**config.mk**
```make
export PLATFORM = sky130hd
export DESIGN_NAME = ress_rx_sig_store
export DESIGN_NICKNAME = d
export VERILOG_FILES = /design/src/hdl/ress_pkg.sv /design/src/hdl/ress_rx_sig_store.sv
export SDC_FILE = /design/constraint.sdc
export NUM_CORES = 2
export LEC_CHECK = 0
export CAP_MARGIN = 20
export CORE_ASPECT_RATIO = 0.8
export CORE_MARGIN = 5
export CORE_UTILIZATION = 48
export DETAILED_ROUTE_END_ITERATION = 10
export DONT_BUFFER_PORTS = 1
export PLACE_DENSITY_LB_ADDON = 0.15
export SYNTH_ARGS = -nofsm -noshare
export SYNTH_HDL_FRONTEND = slang
export SYNTH_SLANG_ARGS = --single-unit
```
**constraint.sdc**
```tcl
create_clock -name core_clk_in -period 6.15 [get_ports core_clk_in]
set_input_delay 0.3075 -clock core_clk_in [delete_from_list [all_inputs] [get_ports core_clk_in]]
set_output_delay 0.3075 -clock core_clk_in [all_outputs]
set_load 0.05 [all_outputs]
```
**src/hdl/ress_pkg.sv**
```systemverilog
/*
 * constants for the receive signaling / elastic store block:
 * register offsets, field positions, reset values and framing counts.
 * assumes an 8-bit register port with 8-bit offsets.
 */
package ress_pkg;
    // ------------------------------------------------------------------
    // register offsets
    // ------------------------------------------------------------------
    localparam logic [7:0] ADDR_ES_CFG = 8'h7C;
    localparam logic [7:0] ADDR_ES_EVT = 8'h7D;
    localparam logic [7:0] ADDR_ES_CODE = 8'h7E;
    localparam logic [7:0] ADDR_MODE = 8'hD0;
    localparam logic [7:0] ADDR_SIG_CFG = 8'hD2;
    localparam logic [7:0] ADDR_ACC_STAT = 8'hD3;
    localparam logic [7:0] ADDR_ACC_CTL = 8'hD4;
    localparam logic [7:0] ADDR_ACC_DATA = 8'hD5;
    localparam logic [7:0] ADDR_CHG_BASE = 8'hD6;
    localparam int CHG_REGS = 4;
    // ------------------------------------------------------------------
    // field positions
    // ------------------------------------------------------------------
    localparam int ES_DIR_BIT = 0;
    localparam int ES_SLIPIE_BIT = 1;
    localparam int ES_SUBEN_BIT = 2;
    localparam int EVT_SLIP_BIT = 0;
    localparam int MODE_E1_BIT = 0;
    localparam int MODE_FMT_LSB = 1;
    localparam int MODE_MASTER_BIT = 3;
    localparam int MODE_LOOP_BIT = 4;
    localparam int MODE_MUX_BIT = 5;
    localparam int SIG_DEB_BIT = 0;
    localparam int SIG_FREEZE_BIT = 1;
    localparam int SIG_SIXTEEN_BIT = 2;
    localparam int SIG_CHGIE_BIT = 3;
    localparam int ACC_DIR_BIT = 7;
    localparam int STAT_BUSY_BIT = 0;
    localparam int ENTRY_CAPTURE_BIT = 4;
    // ------------------------------------------------------------------
    // formats, reset values, counts
    // ------------------------------------------------------------------
    localparam logic [1:0] FMT_SF = 2'h0;
    localparam logic [1:0] FMT_ESF = 2'h1;
    localparam logic [1:0] FMT_SLC = 2'h2;
    localparam logic [1:0] FMT_DM = 2'h3;
    localparam logic [7:0] RST_BYTE = 8'h00;
    localparam logic [3:0] RST_NIBBLE = 4'h0;
    localparam int SLIP_MARGIN = 2;
    localparam int FRAMES_PER_STEP = 6;
    localparam int STEPS_T1 = 4;
    localparam int E1_SIG_TS = 16;
    localparam int E1_SIG_FRAMES = 16;
    localparam logic [3:0] MASK_AB = 4'hC;
    localparam logic [3:0] MASK_ALL = 4'hF;
    localparam logic [2:0] LAST_BIT = 3'h7;
endpackage

```
**src/hdl/ress_rx_sig_store.sv**
```systemverilog
/*
 * receive signaling buffer and two-frame elastic store for one link.
 * assumes the framer delivers received bytes on core_clk_in with slot
 * and frame-in-multiframe numbers, and that the backplane clock and
 * frame pulse pins are asynchronous and far slower than core_clk_in.
 */
// Implementation choice: the plain strobed port.
`timescale 1ns/100ps
`default_nettype none
module ress_rx_sig_store #(
    parameter int SLOTS = 32,
    parameter int FRAME_W = 7
) (
    input wire logic core_clk_in,
    input wire logic arst_n_in,
    input wire logic [7:0] reg_addr_in,
    input wire logic [7:0] reg_wdata_in,
    input wire logic reg_wr_in,
    input wire logic reg_rd_in,
    output logic [7:0] reg_rdata_out,
    input wire logic line_valid_in,
    input wire logic line_first_in,
    input wire logic [$clog2(SLOTS)-1:0] line_slot_in,
    input wire logic [FRAME_W-1:0] line_frame_in,
    input wire logic [7:0] line_byte_in,
    input wire logic frame_sync_lost_in,
    input wire logic mf_sync_lost_in,
    input wire logic system_receive_clock_pin_in,
    input wire logic system_frame_pulse_pin_in,
    output logic receive_data_out_pin_out,
    output logic signaling_out_pin_out,
    output logic irq_out
);
    localparam int LW = $clog2(SLOTS);

    // ------------------------------------------------------------------
    // state
    // ------------------------------------------------------------------
    typedef struct packed {
        logic [2*SLOTS-1:0][7:0] store;
        logic wr_frame;
        logic [LW-1:0] wr_slot;
        logic rd_frame;
        logic [LW-1:0] rd_slot;
        logic [2:0] bit_cnt;
        logic [7:0] data_sh;
        logic [7:0] sig_sh;
        logic [2:0] clk_sync;
        logic [1:0] fp_sync;
        logic [SLOTS-1:0][4:0] entry;
        logic [SLOTS-1:0][3:0] stage;
        logic [SLOTS-1:0][3:0] last_code;
        logic [SLOTS-1:0] chg;
        logic slip_hold;
        logic slip_dir;
        logic slip_flag;
        logic slip_ie;
        logic sub_en;
        logic [7:0] fill_code;
        logic [7:0] mode;
        logic [7:0] sig_cfg;
        logic [7:0] acc_ctl;
        logic [7:0] acc_data;
        logic busy;
        logic [7:0] rd_data;
        logic [7:0] bypass_byte;
    } ress_state_t;

    ress_state_t q;
    ress_state_t d;

    logic e1;
    logic [1:0] fmt;
    logic store_on;
    logic hold;
    logic clk_rise;
    logic load;
    logic slip_now;
    logic slip_ahead;
    logic [LW:0] gap;
    logic [LW-1:0] idx;

    assign e1 = q.mode[ress_pkg::MODE_E1_BIT];
    assign fmt = q.mode[ress_pkg::MODE_FMT_LSB +: 2];
    // muxed mode counts as slave: the store is in the path either way
    assign store_on = !q.mode[ress_pkg::MODE_MASTER_BIT]
        || q.mode[ress_pkg::MODE_MUX_BIT] || q.mode[ress_pkg::MODE_LOOP_BIT];
    assign hold = frame_sync_lost_in || q.slip_hold || q.sig_cfg[ress_pkg::SIG_FREEZE_BIT]
        || (e1 && mf_sync_lost_in);
    // first sync stage is read only by the second
    assign clk_rise = q.clk_sync[1] && !q.clk_sync[2];
    assign load = clk_rise && (q.fp_sync[1] || q.bit_cnt == ress_pkg::LAST_BIT);
    assign gap = {q.wr_frame, q.wr_slot} - {!q.rd_frame, LW'(0)};
    assign slip_now = store_on && clk_rise && q.fp_sync[1]
        && (gap <= (LW+1)'(ress_pkg::SLIP_MARGIN)
        || gap >= (LW+1)'(2*SLOTS-ress_pkg::SLIP_MARGIN));
    assign slip_ahead = gap >= (LW+1)'(2*SLOTS-ress_pkg::SLIP_MARGIN);
    assign idx = q.acc_ctl[LW-1:0];

    assign reg_rdata_out = q.rd_data;
    assign receive_data_out_pin_out = q.data_sh[7];
    assign signaling_out_pin_out = q.sig_sh[7];
    assign irq_out = (q.slip_flag && q.slip_ie)
        || (q.sig_cfg[ress_pkg::SIG_CHGIE_BIT] && |q.chg);

    // ------------------------------------------------------------------
    // next state
    // ------------------------------------------------------------------
    always_comb begin
        logic [3:0] code;
        logic [3:0] mask;
        logic [3:0] sb;
        logic [3:0] nv;
        logic upd;
        logic bitv;
        logic nrf;
        logic [LW-1:0] nslot;
        int kk;
        int fr;
        int ts;
        code = ress_pkg::RST_NIBBLE;
        mask = ress_pkg::MASK_ALL;
        sb = ress_pkg::RST_NIBBLE;
        nv = ress_pkg::RST_NIBBLE;
        upd = 1'b0;
        bitv = line_byte_in[0];
        nrf = !q.rd_frame;
        nslot = '0;
        fr = int'(line_frame_in);
        ts = int'(line_slot_in);
        kk = ((fr + 1) / ress_pkg::FRAMES_PER_STEP - 1) % ress_pkg::STEPS_T1;
        d = q;
        d.clk_sync = {q.clk_sync[1:0], system_receive_clock_pin_in};
        d.fp_sync = {q.fp_sync[0], system_frame_pulse_pin_in};

        // register writes; clears come before hardware sets below
        if (reg_wr_in) begin
            unique case (reg_addr_in)
                ress_pkg::ADDR_ES_CFG: begin
                    d.slip_ie = reg_wdata_in[ress_pkg::ES_SLIPIE_BIT];
                    d.sub_en = reg_wdata_in[ress_pkg::ES_SUBEN_BIT];
                end
                ress_pkg::ADDR_ES_EVT: begin
                    if (reg_wdata_in[ress_pkg::EVT_SLIP_BIT]) begin
                        d.slip_flag = 1'b0;
                    end
                end
                ress_pkg::ADDR_ES_CODE: d.fill_code = reg_wdata_in;
                ress_pkg::ADDR_MODE: d.mode = reg_wdata_in;
                ress_pkg::ADDR_SIG_CFG: d.sig_cfg = reg_wdata_in;
                ress_pkg::ADDR_ACC_CTL: begin
                    d.acc_ctl = reg_wdata_in;
                    d.busy = 1'b1;
                end
                ress_pkg::ADDR_ACC_DATA: d.acc_data = reg_wdata_in;
                default: begin
                    for (int r = 0; r < ress_pkg::CHG_REGS; r++) begin
                        if (reg_addr_in == ress_pkg::ADDR_CHG_BASE + 8'(r)) begin
                            d.chg[r*8 +: 8] = q.chg[r*8 +: 8] & ~reg_wdata_in;
                        end
                    end
                end
            endcase
        end

        // indirect access completes one cycle after the control write
        if (q.busy) begin
            d.busy = 1'b0;
            if (int'(q.acc_ctl[6:0]) < SLOTS) begin
                if (q.acc_ctl[ress_pkg::ACC_DIR_BIT]) begin
                    d.acc_data = {3'h0, q.entry[idx]};
                end else begin
                    d.entry[idx] = q.acc_data[4:0];
                end
            end else if (q.acc_ctl[ress_pkg::ACC_DIR_BIT]) begin
                d.acc_data = ress_pkg::RST_BYTE;
            end
        end

        // line side: write pointer and signaling extraction
        if (line_valid_in) begin
            d.wr_frame = line_first_in ? !q.wr_frame : q.wr_frame;
            d.wr_slot = line_slot_in;
            d.store[{d.wr_frame, line_slot_in}] = line_byte_in;
            d.bypass_byte = line_byte_in;
            if (line_first_in && line_frame_in == '0) begin
                d.slip_hold = 1'b0;
            end
        end
        for (int i = 0; i < SLOTS; i++) begin
            upd = 1'b0;
            mask = ress_pkg::MASK_ALL;
            code = ress_pkg::RST_NIBBLE;
            sb = q.stage[i];
            if (line_valid_in && e1 && ts == ress_pkg::E1_SIG_TS
                    && fr > 0 && fr < ress_pkg::E1_SIG_FRAMES) begin
                if (i == fr) begin
                    code = line_byte_in[7:4];
                    upd = 1'b1;
                end else if (i == fr + ress_pkg::E1_SIG_TS) begin
                    code = line_byte_in[3:0];
                    upd = 1'b1;
                end
            end else if (line_valid_in && !e1 && fmt != ress_pkg::FMT_DM
                    && (fr + 1) % ress_pkg::FRAMES_PER_STEP == 0 && i == ts + 1) begin
                // bit 8 is the last bit on the wire, the byte's lsb
                if (fmt == ress_pkg::FMT_SF) begin
                    if (kk % 2 == 0) begin
                        sb[3] = bitv;
                    end else begin
                        code = {sb[3], bitv, sb[3], bitv};
                        upd = 1'b1;
                    end
                end else if (q.sig_cfg[ress_pkg::SIG_SIXTEEN_BIT]) begin
                    sb[3-kk] = bitv;
                    code = sb;
                    upd = kk == ress_pkg::STEPS_T1 - 1;
                end else begin
                    sb[3 - kk % 2] = bitv;
                    code = sb;
                    mask = ress_pkg::MASK_AB;
                    upd = kk % 2 == 1;
                end
                d.stage[i] = sb;
            end
            if (upd) begin
                d.last_code[i] = code;
                if (q.entry[i][ress_pkg::ENTRY_CAPTURE_BIT] && !hold
                        && (!q.sig_cfg[ress_pkg::SIG_DEB_BIT] || code == q.last_code[i])) begin
                    nv = (code & mask) | (q.entry[i][3:0] & ~mask);
                    if (nv != q.entry[i][3:0]) begin
                        d.entry[i][3:0] = nv;
                        d.chg[i] = 1'b1;
                    end
                end
            end
        end

        // system side: retimed read and serial output
        if (clk_rise) begin
            d.bit_cnt = q.fp_sync[1] ? '0 : q.bit_cnt + 3'h1;
            d.data_sh = {q.data_sh[6:0], 1'b0};
            d.sig_sh = {q.sig_sh[6:0], 1'b0};
        end
        if (load) begin
            if (q.fp_sync[1]) begin
                nslot = '0;
                // with two frames, a delete and a repeat both reread this frame
                if (slip_now) begin
                    nrf = q.rd_frame;
                    d.slip_dir = slip_ahead;
                    d.slip_flag = 1'b1;
                    d.slip_hold = 1'b1;
                end
            end else begin
                nrf = q.rd_frame;
                nslot = (int'(q.rd_slot) == SLOTS - 1) ? q.rd_slot : q.rd_slot + LW'(1);
            end
            d.rd_frame = nrf;
            d.rd_slot = nslot;
            if (!store_on) begin
                d.data_sh = q.bypass_byte;
            end else if (q.sub_en && frame_sync_lost_in) begin
                d.data_sh = q.fill_code;
            end else begin
                d.data_sh = q.store[{nrf, nslot}];
            end
            // T1 channel n sits in slot n-1; E1 slots 0 and 16 carry don't-care
            d.sig_sh = {4'h0, q.entry[e1 ? nslot : nslot + LW'(1)][3:0]};
        end

        // register reads answer one cycle later
        d.rd_data = ress_pkg::RST_BYTE;
        if (reg_rd_in) begin
            unique case (reg_addr_in)
                ress_pkg::ADDR_ES_CFG: d.rd_data = {5'h00, q.sub_en, q.slip_ie, q.slip_dir};
                ress_pkg::ADDR_ES_EVT: d.rd_data = {7'h00, q.slip_flag};
                ress_pkg::ADDR_ES_CODE: d.rd_data = q.fill_code;
                ress_pkg::ADDR_MODE: d.rd_data = q.mode;
                ress_pkg::ADDR_SIG_CFG: d.rd_data = q.sig_cfg;
                ress_pkg::ADDR_ACC_STAT: d.rd_data = {7'h00, q.busy};
                ress_pkg::ADDR_ACC_CTL: d.rd_data = q.acc_ctl;
                ress_pkg::ADDR_ACC_DATA: d.rd_data = q.acc_data;
                default: begin
                    for (int r = 0; r < ress_pkg::CHG_REGS; r++) begin
                        if (reg_addr_in == ress_pkg::ADDR_CHG_BASE + 8'(r)) begin
                            d.rd_data = q.chg[r*8 +: 8];
                        end
                    end
                end
            endcase
        end
    end

    always_ff @(posedge core_clk_in or negedge arst_n_in) begin
        if (!arst_n_in) begin
            q <= '0;
        end else begin
            q <= d;
        end
    end
endmodule
`default_nettype wire

```
==> flow_metrics.env <==
export IMPL_cts_setup_buffers=0
export IMPL_rsz0062_at_grt="no"
export IMPL_grt_pass1_wl_mm=368
export IMPL_start_util=0.483
export IMPL_synth_nets=6004
export IMPL_synth_top_area_frac=0.442
export IMPL_cts_sinks=1050
export IMPL_utilization=0.546
export IMPL_synth_edff_count=0
export IMPL_cts_htree_levels=3
export IMPL_overflow=0
export IMPL_antenna_found_initial=16
export IMPL_fin_nets=6096
export IMPL_placed_cells=7520
export IMPL_crit_path_end_kind="flop"
export IMPL_crit_family="simple AND/OR/NAND/NOR gates"
export IMPL_root_buffer="clkbuf_16"
export IMPL_ys_top_cells_by_area="dfrtp_1, mux2_2, nand2_1, mux4_2, nor2_1"
export IMPL_drc_errors=0
export IMPL_final_cell_mix="dfrtp_1, nand2_1, mux2_2, nor2_1, buf_4"
export IMPL_worstSetupPathType="input port to flop"
export IMPL_drtIter0Drc=8000
export IMPL_post_cts_resize_count=0
export IMPL_numCtsBuffers=110
export IMPL_maxCapViolCount=0
export IMPL_slowest_delay_ns=0.84
export IMPL_finalNonFillerCells=7774
export IMPL_startpoint_type="input port"
export IMPL_postSynthCellCount=5948
export IMPL_hold_violations=0
export IMPL_skew_ns=0.0302
export IMPL_insertion_delay_ns=0.77
export IMPL_place_gp_congestion=1.11
export IMPL_crit_buf_inv=2
export IMPL_wirelength_mm=260
export IMPL_crit_arrival_ns=6.39
export IMPL_yosysWarnings=0
export IMPL_areaGrowthSynthToFinish_pct=13.0
export IMPL_worst_hold_path_type="input port to flop"
export IMPL_crit_fanout=29
export IMPL_cellLeakagePower_nw=29.0
export IMPL_synth_area_leader_cell="dfrtp_1"
export IMPL_die_h_um=325
export IMPL_fill_cells=10900
export IMPL_p_per_area_nw_per_um2=292
export IMPL_worstMarginPinSlew_ns=1.30
export IMPL_min_period_ns=5.75
export IMPL_num_vias=53400
export IMPL_finalSetupViolCount=0
export IMPL_first_global_vias=49600
export IMPL_ant_nets=0
export IMPL_status="completed"
export IMPL_required_ns=6.79
export IMPL_ios=57
export IMPL_die_area_um2=131000
export IMPL_synth_seq_cells=1050
export IMPL_drive_gt1_frac=0.225
export IMPL_cts_path_max_buffers=3
export IMPL_cts_tree="built"
export IMPL_core_um2=123000
export IMPL_synth_flop_cell="dfrtp_1"
export IMPL_clock_fmax_mhz=174
export IMPL_post_route_period_util=0.935
export IMPL_die_w_um=403
export IMPL_syn_cell_area_um2=59400
export IMPL_placed_area_um2=62800
export IMPL_synth_cell_type_count=108
export IMPL_dr_pass1_iters=11
export IMPL_relSlewSlack=0.134
export IMPL_grtUsageTotal=0.385
export IMPL_grt_max_degree=276
export IMPL_drt_wirelength_per_cell_um=33.4
export IMPL_path_clk_slew_ns=0.07
export IMPL_fin_tns_setup_ns=0
export IMPL_post_synth_cell_area_avg_um2=9.99
export IMPL_peakVddDrop_mv=0.306
export IMPL_design_area_um2=67200
export IMPL_rows=115
export IMPL_io_buffers=0
export IMPL_layout_commonest_cell="dfrtp_1"
export IMPL_avgViaCountPerCell=6.87
export IMPL_async_flop_share=1.00
export IMPL_dp_hpwl_mm=183
export IMPL_ys_seq_area_frac=0.442
export IMPL_crit_path_top_delay_cell="nor3_1"
export IMPL_final_max_slew_violation_count=0
==> tightest hold or removal path, cell delays in order <==
cell and delay (ns):
mux2_2 0.14, a22oi_1 0.06, a41oi_1 0.22
==> logic make-up after synthesis <==
family / synth area share
buf+inv: 0.0302
mux: 0.189
simple gates: 0.151
xor+xnor: 0.0299
compound gates: 0.156
flops: 0.442
fa+ha+maj: 0.00210
==> synthesized netlist by cell type, drive strengths merged, types with 30 or more instances <==
master  instances
a211oi         54
a21o           40
a21oi         272
a221oi         33
a22oi          64
a311oi         38
a31oi          70
and2           46
and3           98
buf            79
clkbuf        328
dfrtp        1050
inv            39
mux2          615
mux2i         129
mux4          134
nand2         833
nand3         252
nand4          42
nor2          437
nor3           99
nor4           30
o21ai         328
o22ai          96
o31ai          96
o32ai          30
xnor2         119
xor2           83
==> layer usage <==
layer | vias to the layer above | global-route usage | part of all wire
li1 | 22200 | - | -
met1 | 26800 | 0.558 | 0.42
met2 | 3722 | 0.476 | 0.37
met3 | 691 | 0.209 | 0.17
met4 | 24 | 0.130 | 0.043
met5 | - | 0.0296 | 0.0029
==> repair_timing <==
action / CTS / global route
hold buffers: 42 / 0
setup endpoints to repair: 0 / 0
hold endpoints to repair: 1145 / 0
==> worst paths after layout <==
check | from | to | slack, ns | cells past startpoint
hold / removal | reg_addr_in[1] | reg_rdata_out[6]$_DFF_PN0_ | 0.03 | 3
setup / recovery | line_frame_in[0] | q[430]$_DFF_PN0_ | 0.40 | 25
setup reg to reg | e1$_DFFE_PN0P_ | q[425]$_DFF_PN0_ | 0.93 | 12
hold reg to reg | d[513]$_DFF_PN0_ | d[514]$_DFF_PN0_ | 0.35 | 0
min in group asynchronous | arst_n_in | q[33]$_DFFE_PN0P_ | 0.15 | 2
max in group asynchronous | arst_n_in | q[995]$_DFFE_PN0P_ | 2.96 | 6
==> state kept, by name (all words and copies together) (netlist names) <==
signal / cells
d: 3
fmt: 2
e1: 1
reg_rdata_out: 8
idx: 5
signaling_out_pin_out: 1
receive_data_out_pin_out: 1
q: 1029
==> power breakdown <==
part           total, W  switching (W)  internal, W  leakage, nW
Sequential      0.00860       0.000615      0.00798         13.8
Clock           0.00691        0.00305      0.00386         1.80
Combinational   0.00410        0.00238      0.00172         13.4
==> through the flow <==
stage          hold slack (ns)  setup WS, ns  total power (W)
6_report                0.0342         0.398           0.0196
5_1_grt                 0.0382         0.142           0.0203
4_1_cts                0.00342         0.759           0.0195
3_5_place_dp            0.0281        0.0144           0.0125
3_3_place_gp            0.0270        0.0315           0.0124
2_1_floorplan           0.0119        0.0677           0.0111
==> layout make-up <==
class / instances / area (µm²) / area share
Antenna cell: 8 / 20.0 / 0.000298
Clock buffer: 161 / 3230 / 0.0480
Multi-Input combinational cell: 4451 / 31500 / 0.469
Timing Repair Buffer: 387 / 3470 / 0.0516
Tap cell: 1638 / 2050 / 0.0305
Clock inverter: 39 / 440 / 0.00655
Sequential cell: 1050 / 26300 / 0.391
Inverter: 40 / 163 / 0.00242
Note: power is estimated with default switching activity, not from simulation.
